File: src/dac_regs_pkg.sv
// register map, field positions and reset values of the dac input/datapath register section
// assumes an 8-bit address and 8-bit data control port decoded upstream
package dac_regs_pkg;

  // ==========================================================
  // register offsets
  localparam logic [7:0] OFS_INPUT_LEVEL = 8'h15;
  localparam logic [7:0] OFS_STROBE_DELAY = 8'h16;
  localparam logic [7:0] OFS_FIFO_PHASE = 8'h17;
  localparam logic [7:0] OFS_FIFO_FLAGS = 8'h18;
  localparam logic [7:0] OFS_FIFO_LEVEL = 8'h19;
  localparam logic [7:0] OFS_DATAPATH = 8'h1b;
  localparam logic [7:0] OFS_HB1 = 8'h1c;

  // ==========================================================
  // field positions
  localparam int BIT_LVL_HIGH = 1;
  localparam int BIT_LVL_LOW = 0;
  localparam int BIT_WARN1 = 7;
  localparam int BIT_WARN2 = 6;
  localparam int BIT_ALIGN_ACK = 2;
  localparam int BIT_ALIGN_REQ = 1;
  localparam int BIT_BYP_PREMOD = 7;
  localparam int BIT_BYP_SINC = 6;
  localparam int BIT_BYP_OSC = 5;
  localparam int BIT_OSC_HALF = 3;
  localparam int BIT_BYP_PHASE = 2;
  localparam int BIT_LOW_SIDE = 1;
  localparam int BIT_I_TO_Q = 0;
  localparam int BIT_HB1_BYPASS = 0;
  localparam int HB1_MODE_LSB = 1;

  // ==========================================================
  // reset values
  localparam logic [1:0] RST_STROBE_DELAY = 2'h0;
  localparam logic [2:0] RST_FIFO_PHASE = 3'h4;
  localparam logic [7:0] RST_DATAPATH = 8'he4;
  localparam logic [1:0] RST_HB1_MODE = 2'h0;
  localparam logic RST_HB1_BYPASS = 1'b0;
  localparam logic [7:0] RST_RDATA = 8'h00;
  localparam logic [3:0] STROBE_REV_MIN = 4'h2;

  // host access to the register section
  typedef struct packed {
    logic wr;
    logic rd;
    logic [7:0] addr;
    logic [7:0] wdata;
  } reg_req_t;

  // datapath configuration driven to the converter logic
  typedef struct packed {
    logic byp_premod;
    logic byp_sinc;
    logic byp_osc;
    logic osc_half_gain;
    logic byp_phase_dc;
    logic low_side_image;
    logic i_to_q;
    logic q_clk_en;
    logic [1:0] hb1_mode;
    logic hb1_modulate;
    logic hb1_bypass;
  } dp_cfg_t;

endpackage

File: src/dac_input_fifo_datapath_regs.sv
// register section for the input level flags, strobe delay, fifo phase and datapath options
// assumes reg_req is a decoded single-cycle access from the serial control port, and that the
// fifo pointers and lane level comparators are synchronous to clk
//
// Functional notes
// - sticky high/low flags from lane level comparators
// - two-bit strobe delay field, resets to zero
// - strobe delay applies only from revision two
// - three-bit pointer offset loaded on fifo reset
// - warning one when pointers within one
// - warning two when pointers within two
// - writing align request starts pointer realignment
// - acknowledge bit set once pointers aligned
// - read-only thermometer fifo fill level
// - four stage bypass bits, reset to one
// - oscillator half gain bit, reset clear
// - sideband select, zero high-side image
// - i-to-q ignores q, stops q clocks
// - first half-band two-bit mode field, reset zero
// - modes two and three modulate, passband 1.1 to 1.9
// - first half-band bypass bit, reset zero
module dac_input_fifo_datapath_regs #(
  parameter int LANES = 14,
  parameter int PTR_W = 3,
  parameter logic [3:0] SILICON_REV = 4'h2 // arbitrary default revision
) (
  input wire logic clk, // 10 MHz control clock
  input wire logic rst, // synchronous, active high
  input wire dac_regs_pkg::reg_req_t reg_req, // decoded control port access
  output logic [7:0] rdata_r, // read data, valid the cycle after rd
  output logic rvalid_r, // read data valid pulse
  input wire logic [LANES-1:0] lane_above_hi, // lane comparator: above 1.7 V
  input wire logic [LANES-1:0] lane_below_lo, // lane comparator: below 0.7 V
  input wire logic [PTR_W-1:0] fifo_wr_ptr, // fifo write pointer
  input wire logic [PTR_W-1:0] fifo_rd_ptr, // fifo read pointer
  output logic fifo_soft_reset_r, // one-cycle fifo reset pulse
  output logic [2:0] fifo_phase_offset_r, // pointer offset loaded on reset
  output logic [1:0] strobe_delay_sel_r, // applied sample strobe delay code
  output logic strobe_delay_en_r, // selectable delay in force
  output dac_regs_pkg::dp_cfg_t dp_cfg_r // datapath configuration
);

  localparam int DEPTH = 1 << PTR_W;

  // ==========================================================
  // helpers
  // circular distance between pointers, the nearer way round
  function automatic logic [PTR_W-1:0] ptr_gap(input logic [PTR_W-1:0] a,
                                              input logic [PTR_W-1:0] b);
    logic [PTR_W-1:0] d;
    logic [PTR_W-1:0] e;
    d = a - b;
    e = b - a;
    ptr_gap = (d < e) ? d : e;
  endfunction

  function automatic logic is_wr(input dac_regs_pkg::reg_req_t r, input logic [7:0] ofs);
    is_wr = r.wr && (r.addr == ofs);
  endfunction

  function automatic logic is_rd(input dac_regs_pkg::reg_req_t r, input logic [7:0] ofs);
    is_rd = r.rd && (r.addr == ofs);
  endfunction

  typedef enum logic [1:0] {AL_IDLE, AL_RESET, AL_WAIT, AL_DONE} align_st_t;

  logic lvl_high_r;
  logic lvl_low_r;
  logic [1:0] strobe_field_r;
  logic align_req_r;
  logic align_ack_r;
  align_st_t align_st_r;
  logic [7:0] dp_reg_r;
  logic [1:0] hb1_mode_r;
  logic hb1_bypass_r;
  logic [PTR_W-1:0] gap;
  logic [PTR_W-1:0] fill;
  logic [7:0] level_therm;
  logic [7:0] rd_mux;
  logic rev_ok;

  assign gap = ptr_gap(fifo_wr_ptr, fifo_rd_ptr);
  assign fill = fifo_wr_ptr - fifo_rd_ptr;
  assign rev_ok = (SILICON_REV >= dac_regs_pkg::STROBE_REV_MIN);

  // ==========================================================
  // input level flags
  // sticky so a short excursion is not missed; cleared by reading, a new event wins
  always_ff @(posedge clk)
  begin
    if (rst)
    begin
      lvl_high_r <= 1'b0;
      lvl_low_r <= 1'b0;
    end
    else
    begin
      if (|lane_above_hi)
        lvl_high_r <= 1'b1;
      else if (is_rd(reg_req, dac_regs_pkg::OFS_INPUT_LEVEL))
        lvl_high_r <= 1'b0;
      if (|lane_below_lo)
        lvl_low_r <= 1'b1;
      else if (is_rd(reg_req, dac_regs_pkg::OFS_INPUT_LEVEL))
        lvl_low_r <= 1'b0;
    end
  end

  // ==========================================================
  // sample strobe delay
  always_ff @(posedge clk)
  begin
    if (rst)
      strobe_field_r <= dac_regs_pkg::RST_STROBE_DELAY;
    else if (is_wr(reg_req, dac_regs_pkg::OFS_STROBE_DELAY))
      strobe_field_r <= reg_req.wdata[1:0];
  end

  // older silicon keeps the fixed strobe path whatever is programmed
  always_ff @(posedge clk)
  begin
    if (rst)
    begin
      strobe_delay_sel_r <= dac_regs_pkg::RST_STROBE_DELAY;
      strobe_delay_en_r <= 1'b0;
    end
    else
    begin
      strobe_delay_sel_r <= rev_ok ? strobe_field_r : dac_regs_pkg::RST_STROBE_DELAY;
      strobe_delay_en_r <= rev_ok;
    end
  end

  // ==========================================================
  // fifo phase offset
  // the host is expected to leave this at four; any value is accepted
  always_ff @(posedge clk)
  begin
    if (rst)
      fifo_phase_offset_r <= dac_regs_pkg::RST_FIFO_PHASE;
    else if (is_wr(reg_req, dac_regs_pkg::OFS_FIFO_PHASE))
      fifo_phase_offset_r <= reg_req.wdata[2:0];
  end

  // ==========================================================
  // soft alignment
  // request bit is host owned; writing 1 from 0 starts one realignment
  always_ff @(posedge clk)
  begin
    if (rst)
      align_req_r <= 1'b0;
    else if (is_wr(reg_req, dac_regs_pkg::OFS_FIFO_FLAGS))
      align_req_r <= reg_req.wdata[dac_regs_pkg::BIT_ALIGN_REQ];
  end

  // reset pulse, then wait until the pointers show the programmed offset
  always_ff @(posedge clk)
  begin
    if (rst)
    begin
      align_st_r <= AL_IDLE;
      fifo_soft_reset_r <= 1'b0;
      align_ack_r <= 1'b0;
    end
    else
    begin
      fifo_soft_reset_r <= 1'b0;
      case (align_st_r)
        AL_IDLE:
        begin
          if (is_wr(reg_req, dac_regs_pkg::OFS_FIFO_FLAGS)
              && reg_req.wdata[dac_regs_pkg::BIT_ALIGN_REQ])
          begin
            align_ack_r <= 1'b0;
            align_st_r <= AL_RESET;
          end
        end
        AL_RESET:
        begin
          fifo_soft_reset_r <= 1'b1;
          align_st_r <= AL_WAIT;
        end
        AL_WAIT:
        begin
          if (fill == PTR_W'(fifo_phase_offset_r))
          begin
            align_ack_r <= 1'b1;
            align_st_r <= AL_DONE;
          end
        end
        AL_DONE:
        begin
          // a fresh request needs the bit taken back to 0 first
          if (!align_req_r)
            align_st_r <= AL_IDLE;
        end
        default:
          align_st_r <= AL_IDLE;
      endcase
    end
  end

  // ==========================================================
  // fill level as thermometer code, one bit per occupied slot
  genvar gi;
  generate
    for (gi = 0; gi < 8; gi++)
    begin : g_therm
      if (gi < DEPTH)
        assign level_therm[gi] = (32'(fill) > gi);
      else
        assign level_therm[gi] = 1'b0;
    end
  endgenerate

  // ==========================================================
  // datapath options and first half-band stage
  always_ff @(posedge clk)
  begin
    if (rst)
      dp_reg_r <= dac_regs_pkg::RST_DATAPATH;
    else if (is_wr(reg_req, dac_regs_pkg::OFS_DATAPATH))
      dp_reg_r <= reg_req.wdata & dac_regs_pkg::RST_DATAPATH | (reg_req.wdata & 8'h0b);
  end

  always_ff @(posedge clk)
  begin
    if (rst)
    begin
      hb1_mode_r <= dac_regs_pkg::RST_HB1_MODE;
      hb1_bypass_r <= dac_regs_pkg::RST_HB1_BYPASS;
    end
    else if (is_wr(reg_req, dac_regs_pkg::OFS_HB1))
    begin
      hb1_mode_r <= reg_req.wdata[dac_regs_pkg::HB1_MODE_LSB +: 2];
      hb1_bypass_r <= reg_req.wdata[dac_regs_pkg::BIT_HB1_BYPASS];
    end
  end

  // configuration outputs, registered so the datapath sees clean levels
  always_ff @(posedge clk)
  begin
    if (rst)
      dp_cfg_r <= '0;
    else
    begin
      dp_cfg_r.byp_premod <= dp_reg_r[dac_regs_pkg::BIT_BYP_PREMOD];
      dp_cfg_r.byp_sinc <= dp_reg_r[dac_regs_pkg::BIT_BYP_SINC];
      dp_cfg_r.byp_osc <= dp_reg_r[dac_regs_pkg::BIT_BYP_OSC];
      dp_cfg_r.byp_phase_dc <= dp_reg_r[dac_regs_pkg::BIT_BYP_PHASE];
      dp_cfg_r.osc_half_gain <= dp_reg_r[dac_regs_pkg::BIT_OSC_HALF];
      dp_cfg_r.low_side_image <= dp_reg_r[dac_regs_pkg::BIT_LOW_SIDE];
      dp_cfg_r.i_to_q <= dp_reg_r[dac_regs_pkg::BIT_I_TO_Q];
      dp_cfg_r.q_clk_en <= !dp_reg_r[dac_regs_pkg::BIT_I_TO_Q];
      dp_cfg_r.hb1_mode <= hb1_mode_r;
      dp_cfg_r.hb1_modulate <= hb1_mode_r[1];
      dp_cfg_r.hb1_bypass <= hb1_bypass_r;
    end
  end

  // ==========================================================
  // readback; status and level have no write path at all
  always_comb
  begin
    rd_mux = 8'h00;
    case (reg_req.addr)
      dac_regs_pkg::OFS_INPUT_LEVEL:
      begin
        rd_mux[dac_regs_pkg::BIT_LVL_HIGH] = lvl_high_r;
        rd_mux[dac_regs_pkg::BIT_LVL_LOW] = lvl_low_r;
      end
      dac_regs_pkg::OFS_STROBE_DELAY:
        rd_mux[1:0] = strobe_field_r;
      dac_regs_pkg::OFS_FIFO_PHASE:
        rd_mux[2:0] = fifo_phase_offset_r;
      dac_regs_pkg::OFS_FIFO_FLAGS:
      begin
        rd_mux[dac_regs_pkg::BIT_WARN1] = (gap <= PTR_W'(1));
        rd_mux[dac_regs_pkg::BIT_WARN2] = (gap <= PTR_W'(2));
        rd_mux[dac_regs_pkg::BIT_ALIGN_ACK] = align_ack_r;
        rd_mux[dac_regs_pkg::BIT_ALIGN_REQ] = align_req_r;
      end
      dac_regs_pkg::OFS_FIFO_LEVEL:
        rd_mux = level_therm;
      dac_regs_pkg::OFS_DATAPATH:
        rd_mux = dp_reg_r & 8'hef;
      dac_regs_pkg::OFS_HB1:
        rd_mux = {5'h00, hb1_mode_r, hb1_bypass_r};
      default:
        rd_mux = 8'h00;
    endcase
  end

  always_ff @(posedge clk)
  begin
    if (rst)
    begin
      rdata_r <= dac_regs_pkg::RST_RDATA;
      rvalid_r <= 1'b0;
    end
    else
    begin
      rvalid_r <= reg_req.rd;
      if (reg_req.rd)
        rdata_r <= rd_mux;
    end
  end

endmodule

File: config.mk
export PLATFORM = sky130hd
export DESIGN_NAME = dac_input_fifo_datapath_regs
export DESIGN_NICKNAME = d
export VERILOG_FILES = /design/src/dac_regs_pkg.sv /design/src/dac_input_fifo_datapath_regs.sv
export SDC_FILE = /design/constraint.sdc
export NUM_CORES = 1
export LEC_CHECK = 0
export ABC_AREA = 1
export BUFFER_PORTS_ARGS = -buffer_cell sky130_fd_sc_hd__clkbuf_2
export CORE_MARGIN = 2
export CORE_UTILIZATION = 52
export CTS_CLUSTER_DIAMETER = 60
export CTS_CLUSTER_SIZE = 40
export DETAILED_ROUTE_END_ITERATION = 8
export PLACE_DENSITY_LB_ADDON = 0.2
export SYNTH_ARGS = -nofsm -noshare
export SYNTH_HDL_FRONTEND = slang
export SYNTH_SLANG_ARGS = --single-unit
File: constraint.sdc
create_clock -name clk -period 6.5 [get_ports clk]
set_input_delay 0.65 -clock clk [delete_from_list [all_inputs] [get_ports clk]]
set_output_delay 0.65 -clock clk [all_outputs]
set_load 0.05 [all_outputs]
* After elaboration in Yosys (flattened, before gate mapping)
Cells that the tools add are included.
** Operators by class
- $add $sub $neg :: 2
- $lt $le $gt $ge :: 10
- Equal/unequal tests :: 14
- Muxes and demuxes :: 18
- Bitwise logic cells :: 1
- Reductions and logical operators :: 16
** Operators with widths (number)
- $eq A8 B5 Y1 const B :: 7
- $reduce_or A14 Y1 :: 2
- $gt A3 B3 Y1 const B :: 3
- $or A8 B4 Y8 :: 1
- $pmux W2 S4 :: 1
- $logic_and A1 B1 Y1 :: 7
- $mux W1 :: 7
- $pmux W1 S7 :: 1
- $gt A3 B1 Y1 const B :: 2
- $gt A3 B2 Y1 const B :: 2
- $mux W2 :: 3
- $ne A2 B2 Y1 const B :: 3
- $pmux W1 S6 :: 1
- $pmux W2 S3 :: 1
- $pmux W3 S2 :: 1
- $reduce_and A3 Y1 :: 2
- $reduce_bool A2 Y1 :: 3
- $sub A3 B3 Y3 :: 2
- $pmux W1 S5 :: 1
- $eq A2 B2 Y1 const B :: 2
- $eq A3 B3 Y1 :: 1
- $le A3 B1 Y1 const B :: 1
- $le A3 B2 Y1 const B :: 1
- $lt A3 B3 Y1 :: 1
- other kinds (5) :: 5
** Word-level totals
- Register bits after elaboration :: 47
- Input port bits :: 54
- Output and inout port bits :: 28

* Depth between registers and ports, before layout
Gate-level depths: netlist (run 1).
- Depth in word-level cells :: 5
- Gate-level depth with buffers :: 15

* Worst setup path after synthesis (run 1)
No wires, ideal clock.
- Path type :: in2reg
- Start :: input port fifo_wr_ptr[0]
- End :: register rdata_r[6]
- Setup time :: 0.132 ns
- Arrival time :: 2.460 ns
- Data required time :: 6.368 ns
- Setup slack :: 3.908 ns
- Cell stages on the path :: 15
- Cells stage by stage :: inv_1 -> ha_1 -> fa_1 -> inv_1 -> nand3_1 -> nand2_1 -> inv_1 -> ha_1 -> inv_1 -> o21ai_0 -> nand3_1 -> nand3_1 -> o211ai_1 -> nand2_1 -> a21oi_1
** On the way
- Cells in the longest elaborated chain, start to end :: 5
- Elaborated cells on any way between the ends :: 7
- Classes of those cells :: add/sub (2); order compare (3); mux (2)
** RTL lines
- from (decl) :: line dac_input_fifo_datapath_regs.sv:34 : input wire logic [PTR_W-1:0] fifo_wr_ptr,
- $sub A3 B3 Y3 (on tied branches) :: line dac_input_fifo_datapath_regs.sv:52, dac_input_fifo_datapath_regs.sv:83, dac_input_fifo_datapath_regs.sv:53
- $lt A3 B3 Y1 :: line dac_input_fifo_datapath_regs.sv:54 : ptr_gap = (d < e) ? d : e;
- $mux W3 :: line dac_input_fifo_datapath_regs.sv:54
- $le A3 B2 Y1 :: line dac_input_fifo_datapath_regs.sv:279 : rd_mux[dac_regs_pkg::BIT_WARN2] = (gap <= PTR_W'(2));
- $pmux W2 S3 * :: line dac_input_fifo_datapath_regs.sv:266 : case (reg_req.addr)
- to (signal assigned) :: line dac_input_fifo_datapath_regs.sv:298 : rdata_r <= dac_regs_pkg::RST_RDATA;
- to (signal assigned) :: line dac_input_fifo_datapath_regs.sv:305 : rdata_r <= rd_mux;
- to (decl) :: line dac_input_fifo_datapath_regs.sv:30 : output logic [7:0] rdata_r,
Every way passes the cells marked *; elsewhere a longest branch is shown, timed or not.
A chain may end at the register's enable or synchronous reset.

* Worst setup path after layout (run 1)
Ends and elaborated chain as after synthesis.

==> results of run 1 <==
==> area by class of cell <==
class                      count  area, um2
fill                         365       1350
tap                           50       62.6
sequential                    45        901
clock inverter                 1       5.00
timing repair buffer          80        400
multi-input combinational    194       1060
inverter                      47        181
clock buffer                   5       68.8
==> sequential cells by signal, summed over array words and instances (netlist names) <==
signal	count
align_ack_r	1
align_req_r	1
align_st_r	2
dp_cfg_r	11
dp_reg_r	7
fifo_phase_offset_r	3
fifo_soft_reset_r	1
hb1_bypass_r	1
hb1_mode_r	2
lvl_high_r	1
lvl_low_r	1
rdata_r	8
rvalid_r	1
strobe_delay_en_r	1
strobe_delay_sel_r	2
strobe_field_r	2
==> cell usage in the layout, fill, tap and decap left out <==
cell type,synthesis,routed
xor2_1,1,1
nor2_1,31,31
nor3_2,1,1
nor3_1,4,4
nor4_1,6,6
nand3_1,25,25
clkbuf_8,1,5
nand2_4,2,2
nand2_1,50,50
a31oi_1,3,3
xnor2_1,2,2
nor2_4,2,2
inv_4,2,2
a21oi_1,23,23
nand2_2,1,1
nor2_2,2,2
nor2_8,1,1
nand3_2,3,3
dfxtp_1,45,45
fa_1,2,2
clkbuf_2,0,80
inv_1,45,45
ha_1,8,8
nand4_1,1,1
clkinv_2,0,1
o211ai_1,4,4
o21ai_0,20,20
o21ai_1,2,2
==> final timing paths <==
check	to	slack [ps]	cells after the start
max	rdata_r[6]$_SDFFE_PP0P_	3860	16
min	dp_cfg_r[4]$_SDFF_PP0_	420	1
max reg2reg	align_st_r[1]$_SDFFE_PP0P_	5290	8
min reg2reg	dp_cfg_r[4]$_SDFF_PP0_	420	1
==> routing by layer <==
layer / share of wire (%) / vias up / GRT usage [%]
met4: 1.3 / 0 / 7.60
met5: 0 / - / 0
li1: - / 1096 / -
met3: 6.0 / 7 / 5.03
met2: 49 / 77 / 42.1
met1: 44 / 943 / 28.7
==> cells by family after synthesis <==
| family | count (synthesis) | share of synthesized area, % |
|---|---|---|
| flip-flops | 45 | 41.4 |
| AO/OA/AOI/OAI | 52 | 12.6 |
| AND/OR/NAND/NOR | 129 | 28.3 |
| buffers and inverters | 53 | 10.1 |
| adder cells (fa/ha/maj) | 10 | 6.44 |
| XOR/XNOR | 3 | 1.21 |
==> worst register-to-register path, cell delays in order, from the launching register on <==
cell	delay (ps)
dfxtp_1	430
xnor2_1	100
nor2_1	100
nand3_1	120
nand2_1	110
nand3_2	90
nand2_1	70
nand2_1	40
nor2_1	90
==> report_power, final <==
group / internal, mW / switching, mW
clock: 0.0708 / 0.0876
sequential: 0.288 / 0.00707
combinational: 0.0514 / 0.0921
==> results.json, run 1 <==
{
  "fmax_ghz": 0.379,
  "worstReg2RegStart": "fifo_phase_offset_r[0]$_SDFFE_PP0P_",
  "slowest_delay_ps": 390,
  "core_um2": 4030,
  "path_buf_inv": 5,
  "cp_data_arrival_time_ps": 2790,
  "cp_cell_sequence": "clkbuf_2, inv_1, ha_1, fa_1, inv_1, nand3_1, nand2_1, inv_1, ha_1, inv_1, o21ai_0, nand3_1, nand3_1, o211ai_1, nand2_1, a21oi_1",
  "htree_levels": 2,
  "num_vias": 2123,
  "place_area_um2": 2600,
  "slew_violations": 0,
  "drc": 0,
  "yosys_warnings": 0,
  "final_area_um2": 2680,
  "grt_pass1_wl_um": 8360,
  "grt_max_degree": 32,
  "vias_per_cell": 5.03,
  "fp.dieW_um": 68.7,
  "layout-drive-gt1-share_pct": 26.9,
  "synth-seq-area-share_pct": 41.4,
  "dr.pass1.iters": 6,
  "cts-resized-gates": 0,
  "holdCritStartpoint": "dp_reg_r[0]$_SDFFE_PP0P_",
  "yosys-top-cells-count": "nand2_1 (50), dfxtp_1 (45), inv_1 (45), nor2_1 (31), nand3_1 (25)",
  "ctsHoldBuffers": 0,
  "finalWirelength_um": 4870,
  "tightestPinTransition_ps": 651,
  "root_buffer": "clkbuf_8",
  "crit_top_cell": "inv_1",
  "cts_buffers": 5,
  "setup_violations": 0,
  "stdcell_count": 422,
  "syn_avg_cell_area_um2": 7.46,
  "clockBufferDepth": 2,
  "synth-seq-cells": 45,
  "endpoint_kind": "flop",
  "grt_pass1_vias": 2020,
  "synth.top_cell.area_share_pct": 41.4,
  "n_antenna_cell": 0,
  "path_class": "in2reg",
  "grt_overflow_total": 0,
  "portBuffers": 80,
  "slowest_stage": "fa_1",
  "yosysUniqueCellTypes": 30,
  "status": "finished clean",
  "clock_skew_ps": 3.02,
  "cts_sinks": 45,
  "clkSlewWorstSetupHoldPaths_ps": 80,
  "drt_iter0_drc": 133,
  "powerDensity_nw_per_um2": 223,
  "hold_slack_ps": 420,
  "synth.area.top_cells": "dfxtp_1 (41%), nand2_1 (8.6%), inv_1 (7.8%), nand3_1 (5.7%), nor2_1 (5.3%)",
  "drv_cap": 0,
  "clk_latency_ps": 290,
  "syn-num-nets": 356,
  "ant_nets": 0,
  "cts_setup_buffers": 0,
  "yosys.area.top_type": "dfxtp_1",
  "die_h_um": 68.7,
  "layout_setup_ws_ps": 3860,
  "async_flop_share_pct": 0,
  "start_kind": "primary input",
  "place_congestion": 0.855,
  "wl_per_cell_um": 11.5,
  "fin_util_pct": 66.4,
  "p_leak_nw": 1.39,
  "vdd_drop_max_v": 0.000170,
  "area_growth_pct": 22.9,
  "crit_family": "adder cells",
  "place_inst": 416,
  "synth_most_common_cell": "nand2_1",
  "cp.required_ps": 6650,
  "grt.total_usage_pct": 23.8,
  "rows": 23,
  "dpl_worst_slack_ps": 3580,
  "synth_flop_cell": "dfxtp_1",
  "netlist_area_um2": 2180,
  "antenna_found_initial": 0,
  "setup_tns_ps": 0,
  "min_period_ps": 2640,
  "die_area_um2": 4720,
  "synth-edff-count": 0,
  "total_power_uw": 597,
  "path_max_fanout": 4,
  "num_io_pins": 82,
  "hp-class": "reg2reg",
  "crit_start": "fifo_wr_ptr[0]",
  "rsz0062_at_grt": "false",
  "hold_viol": 0,
  "tritoncts": "built",
  "initial_core_util_pct": 54.0,
  "hpwl_um": 3860,
  "syn_inst": 292,
  "post-route-period-util_pct": 40.6,
  "max_slew_margin_pct": 56.6,
  "fin_nets": 437
}
Power figures use the tool's default switching activity.
==> inputs of run 2 (changes only) <==
- CORE_UTILIZATION: 52 -> 49
- clock period: 6.5 -> 2.55 ns (I/O delays scaled with it)
==> results.json, run 2 (same netlist as run 1, synthesis figures left out) <==
{
  "area_growth_pct": 25.9,
  "regMostFlops": "dp_cfg_r",
  "cp_cell_sequence": "clkbuf_2, inv_1, ha_1, fa_1, inv_1, nand3_1, nand2_1, inv_1, ha_1, o21ai_0, nand3_1, nand3_1, o211ai_1, nand2_1, a21oi_1",
  "cp.required_ps": 2730,
  "cts_buffers": 5,
  "portBuffers": 80,
  "power_frac_comb_pct": 21.9,
  "p_sw_share_pct": 29.1,
  "tightestPinTransition_ps": 478,
  "fillerInstances": 414,
  "clk_latency_ps": 300,
  "grt_pass1_vias": 2005,
  "core_um2": 4320,
  "ant_nets": 0,
  "clock_skew_ps": 7.45,
  "grt.total_usage_pct": 20.7,
  "ctsHoldBuffers": 0,
  "post-route-period-util_pct": 82.1,
  "rsz0062_at_grt": "false",
  "multiInputGateArea_um2": 1060,
  "die_area_um2": 4990,
  "antenna_found_initial": 0,
  "layout-drive-gt1-share_pct": 27.7,
  "grt_overflow_total": 0,
  "switching_power_uw": 487,
  "dr.pass1.iters": 4,
  "stdcell_count": 428,
  "reg.largest.list": "dp_cfg_r (11), rdata_r (8), dp_reg_r (7)",
  "clkPwrFrac_pct": 33.2,
  "drt_iter0_drc": 140,
  "fin_nets": 439,
  "clockBufferDepth": 2,
  "start_kind": "primary input",
  "max_slew_margin_pct": 67.9,
  "die_h_um": 70.7,
  "setup_violations": 0,
  "ff_latch_area_um2": 901,
  "root_buffer": "clkbuf_8",
  "vdd_drop_max_v": 0.000418,
  "status": "finished clean",
  "seq_power_share_pct": 44.9,
  "slew_violations": 0,
  "hp-class": "in2reg",
  "drc": 0,
  "vias_per_cell": 4.94,
  "initial_core_util_pct": 50.3,
  "grt_pass1_wl_um": 8220,
  "slowest_delay_ps": 380,
  "setup_tns_ps": 0,
  "largest_reg_flops": 11,
  "drv_cap": 0,
  "cts_setup_buffers": 0,
  "num_io_pins": 82,
  "fmax_ghz": 0.477,
  "powerDensity_nw_per_um2": 610,
  "layout_common_cells": "clkbuf_2 (80), nand2_1 (50), inv_1 (45), dfxtp_1 (45), nor2_1 (31)",
  "min_period_ps": 2090,
  "wl_per_cell_um": 11.3,
  "endpoint_kind": "flop",
  "num_vias": 2115,
  "finalWirelength_um": 4830,
  "internal_power_mw": 1.19,
  "place_inst": 420,
  "cts_sinks": 45,
  "path_class": "in2reg",
  "cts-resized-gates": 0,
  "grt_max_degree": 31,
  "htree_levels": 2,
  "tritoncts": "built",
  "hold_viol": 0,
  "hpwl_um": 3860,
  "clkSlewWorstSetupHoldPaths_ps": 80,
  "final_common_cell": "clkbuf_2",
  "rows": 24,
  "p_leak_nw": 1.42,
  "slowest_stage": "fa_1",
  "n_antenna_cell": 0,
  "place_congestion": 0.878,
  "path_max_fanout": 4,
  "fp.dieW_um": 70.7,
  "cp_data_arrival_time_ps": 2270
}
-- run 2: worst paths after layout --
| kind | from | endpoint | slack (ps) | depth (start not counted) |
|---|---|---|---|---|
| worst max-delay path | fifo_wr_ptr[0] | rdata_r[6]$_SDFFE_PP0P_ | 460 | 15 |
| worst min-delay path | reg_req[5] | dp_reg_r[5]$_SDFFE_PP1P_ | 170 | 3 |
| worst max register to register | fifo_phase_offset_r[1]$_SDFFE_PP0P_ | align_st_r[1]$_SDFFE_PP0P_ | 1330 | 8 |
| worst min register to register | dp_reg_r[0]$_SDFFE_PP0P_ | dp_cfg_r[4]$_SDFF_PP0_ | 420 | 1 |
-- run 2: cell type report --
class | instances | area share, %
multi-input cells | 194 | 38.6
flip-flops and latches | 45 | 32.9
repair buffers | 82 | 15.2
inverters | 47 | 6.62
clock buffers | 6 | 3.01
well taps | 52 | 2.37
clock inverters | 2 | 1.37
-- run 2: worst max-delay path: cells and delay by family --
family          cells  cell delay (ps)
simple gates        5              440
buf+inv             4              280
compound gates      3              420
fa+ha+maj           3              880
-- run 2: power by group through the flow --
stage	Clock, mW	Sequential (mW)	Combinational, mW
6_report	0.556	0.751	0.366
5_1_grt	0.590	0.755	0.420
4_1_cts	0.564	0.751	0.370
3_5_place_dp	0	0.768	0.368
3_3_place_gp	0	0.767	0.360
2_1_floorplan	0	0.810	0.221
-- run 2: per-layer routing --
metal / vias up / share of wire (%) / track usage (%)
met4: 0 / 2.4 / 8.39
met1: 917 / 44 / 23.7
met5: - / 0 / 0
met2: 78 / 45 / 35.0
li1: 1105 / - / -
met3: 15 / 8.3 / 7.55
-- run 2: through the flow --
stage / area (um2) / utilization, % / power [mW] / setup slack (ps) / hold slack, ps
floorplan: 2180 / - / 1.03 / 353 / 339
global placement: 2620 / 60.6 / 1.13 / 264 / 399
detailed placement: 2620 / 60.6 / 1.14 / 187 / 408
CTS: 2740 / 63.4 / 1.68 / 495 / 167
global route: 2740 / 63.4 / 1.76 / 223 / 182
finish: 2740 / 63.4 / 1.67 / 456 / 171
==> inputs of run 3 (changes only) <==
- ABC_AREA: 1 -> 0
- CORE_UTILIZATION: 49 -> 44
- clock period: 2.55 -> 1.75 ns (I/O delays scaled with it)
==> results.json, run 3 <==
{
  "status": "complete, but fails checks",
  "violations": "negative setup slack",
  "grt.total_usage_pct": 20.5,
  "holdCritStartpoint": "reg_req[3]",
  "reg.largest.list": "dp_cfg_r (11), rdata_r (8), dp_reg_r (7)",
  "wl_per_cell_um": 13.7,
  "fillerInstances": 447,
  "final_common_cell": "clkbuf_2",
  "synth_fa_ha_area_share_pct": 6.25,
  "tightestPinTransition_ps": 438,
  "n_antenna_cell": 0,
  "hold_depth": 3,
  "htree_levels": 2,
  "yosys-top-cells-count": "dfxtp_1 (45), nor2_1 (24), nand2_1 (19), nand3_1 (16)",
  "ff_latch_area_um2": 901,
  "top_usage_layer": "met2",
  "setup_violations": 3,
  "p_leak_nw": 1.35,
  "drt_iter0_drc": 78,
  "path_class": "in2reg",
  "hpwl_um": 4260,
  "largest_reg_flops": 11,
  "grt_pass1_vias": 1923,
  "min_period_ps": 1890,
  "fp.dieW_um": 75.4,
  "drv_cap": 0,
  "hp-class": "in2reg",
  "yosysUniqueCellTypes": 54,
  "hold_end": "dp_reg_r[3]$_SDFFE_PP0P_",
  "synth-seq-cells": 45,
  "fin_nets": 398,
  "antenna_found_initial": 0,
  "path_max_fanout": 3,
  "syn_avg_cell_area_um2": 9.08,
  "yosys.area.top_type": "dfxtp_1",
  "worstReg2RegStart": "fifo_phase_offset_r[0]$_SDFFE_PP0P_",
  "regMostFlops": "dp_cfg_r",
  "drc": 0,
  "hold_viol": 0,
  "vias_per_cell": 5.22,
  "place_inst": 392,
  "yosys_warnings": 0,
  "area_growth_pct": 32.8,
  "total_power_mw": 2.39,
  "powerDensity_nw_per_um2": 803,
  "max_slew_margin_pct": 70.6,
  "cp_cell_sequence": "buf_8, inv_4, ha_4, fa_2, xnor3_2, inv_4, ha_4, nand2b_4, a31oi_2, a2111o_1, a211oi_2",
  "layout-drive-gt1-share_pct": 39.4,
  "cp_data_arrival_time_ps": 2120,
  "ant_nets": 0,
  "synthXorXnorAreaFrac_pct": 3.01,
  "grt_pass1_wl_um": 8790,
  "layout_common_cells": "clkbuf_2 (78), dfxtp_1 (45), nor2_1 (23), nand2_1 (19), nand3_1 (16)",
  "synth_compound_area_share_pct": 12.3,
  "grt_overflow_total": 0,
  "slowest_delay_ps": 390,
  "synth.area.top_cells": "dfxtp_1 (40%), mux2i_1 (5.4%), ha_1 (4.5%), nor2_1 (4.0%), nor2b_1 (3.9%)",
  "slew_violations": 0,
  "num_vias": 2097,
  "grt_util_met1_pct": 26.6,
  "syn-num-nets": 311,
  "slowest_stage": "a2111o_1",
  "core_um2": 4820,
  "multiInputGateArea_um2": 1300,
  "layout_setup_ws_ps": -142,
  "start_kind": "primary input",
  "clkSlewWorstSetupHoldPaths_ps": 80,
  "final_area_um2": 2980,
  "finalWirelength_um": 5510,
  "endpoint_kind": "flop",
  "portBuffers": 80,
  "synth_flop_cell": "dfxtp_1",
  "post-route-period-util_pct": 108,
  "rsz0062_at_grt": "true",
  "rows": 25,
  "grt_use_met2_pct": 33.7,
  "rr_worst_depth": 4,
  "async_flop_share_pct": 0,
  "muxShareOfSynthArea_pct": 6.36,
  "cts_buffers": 5,
  "syn_inst": 247,
  "clock_skew_ps": 2.85,
  "fmax_ghz": 0.529,
  "root_buffer": "clkbuf_8",
  "die_h_um": 75.4,
  "cts_sinks": 45,
  "synth-seq-area-share_pct": 40.2,
  "dr.pass1.iters": 4,
  "place_congestion": 0.878,
  "grt_use_met3_pct": 4.37,
  "synth-simple-area-share_pct": 26.3,
  "num_io_pins": 82,
  "rrSetupSlack_ps": 330,
  "netlist_area_um2": 2240,
  "initial_core_util_pct": 46.5,
  "r2r-end": "rdata_r[0]$_SDFFE_PP0P_",
  "vdd_drop_max_v": 0.000516,
  "cp.required_ps": 1970,
  "tritoncts": "built",
  "clockBufferDepth": 2,
  "place_area_um2": 2770,
  "synth_top_family_by_area": "simple AND/OR/NAND/NOR gates",
  "die_area_um2": 5680,
  "synth-edff-count": 0,
  "grt_max_degree": 24,
  "stdcell_count": 402,
  "synth.top_cell.area_share_pct": 40.2,
  "synth_most_common_cell": "dfxtp_1",
  "clk_latency_ps": 300
}
[run 3: logic make-up (layout without fill, tap and decap cells)]
group                    count (synthesis)  in the layout
flip-flops                              45             45
AND/OR/NAND/NOR                        105            105
adder cells (fa/ha/maj)                 10             10
buffers and inverters                   28            116
AO/OA/AOI/OAI                           39             39
multiplexers                            14             14
XOR/XNOR                                 6              6
[run 3: power breakdown]
group          switching [mW]  leakage (nW)  internal [mW]
sequential             0.0162         0.367           1.05
clock                   0.354        0.0543          0.427
combinational           0.293         0.933          0.248
total                   0.664          1.35           1.73
[run 3: final cells by class]
type	count	share of cell area (%)
Sequential cell	45	30.3
Clock inverter	3	1.56
Timing Repair Buffer	93	17.4
Clock buffer	5	2.31
Multi-Input combinational cell	174	43.6
Tap cell	67	2.82
Inverter	15	2.06
[run 3: timing repair]
item	4_1_cts	5_1_grt
gates resized for setup	1	18
endpoints found under the setup margin	3	6
pin swaps	3	1
cloned	0	0
hold buffers	0	0
setup buffers	0	2
[run 3: stage by stage]
stage	TNS [ps]	hold WS (ps)	utilization, %	worst slack [ps]
2_1_floorplan	-535	270	-	-322
3_3_place_gp	-2120	419	57.5	-533
3_5_place_dp	-2760	427	57.5	-562
4_1_cts	-288	106	60.0	-153
5_1_grt	-503	112	61.8	-192
6_report	-295	109	61.8	-142
[run 3: worst max-delay path: cells and delay by family]
kind / cells / cell delay, ps
buffers and inverters: 3 / 170
adder cells (fa/ha/maj): 3 / 740
XOR/XNOR: 1 / 280
AO/OA/AOI/OAI: 3 / 640
AND/OR/NAND/NOR: 1 / 110
[run 3: worst max-delay path by stage]
stage                              start                       to  slack [ps]  cells past startpoint
after floorplan           fifo_wr_ptr[0]  rdata_r[6]$_SDFFE_PP0P_        -320                     10
after global placement    fifo_rd_ptr[0]  rdata_r[6]$_SDFFE_PP0P_        -530                     10
after detailed placement  fifo_rd_ptr[0]  rdata_r[6]$_SDFFE_PP0P_        -560                     10
after CTS                 fifo_wr_ptr[0]  rdata_r[6]$_SDFFE_PP0P_        -150                     12
after global routing      fifo_wr_ptr[0]  rdata_r[7]$_SDFFE_PP0P_        -190                     13
final                     fifo_wr_ptr[0]  rdata_r[6]$_SDFFE_PP0P_        -140                     11
[run 3: routing by layer]
metal / routed length [um] / vias to the layer above
li1: - / 1039
met1: 2430 / 970
met2: 2630 / 77
met3: 362 / 11
met4: 88 / 0
met5: 0 / -
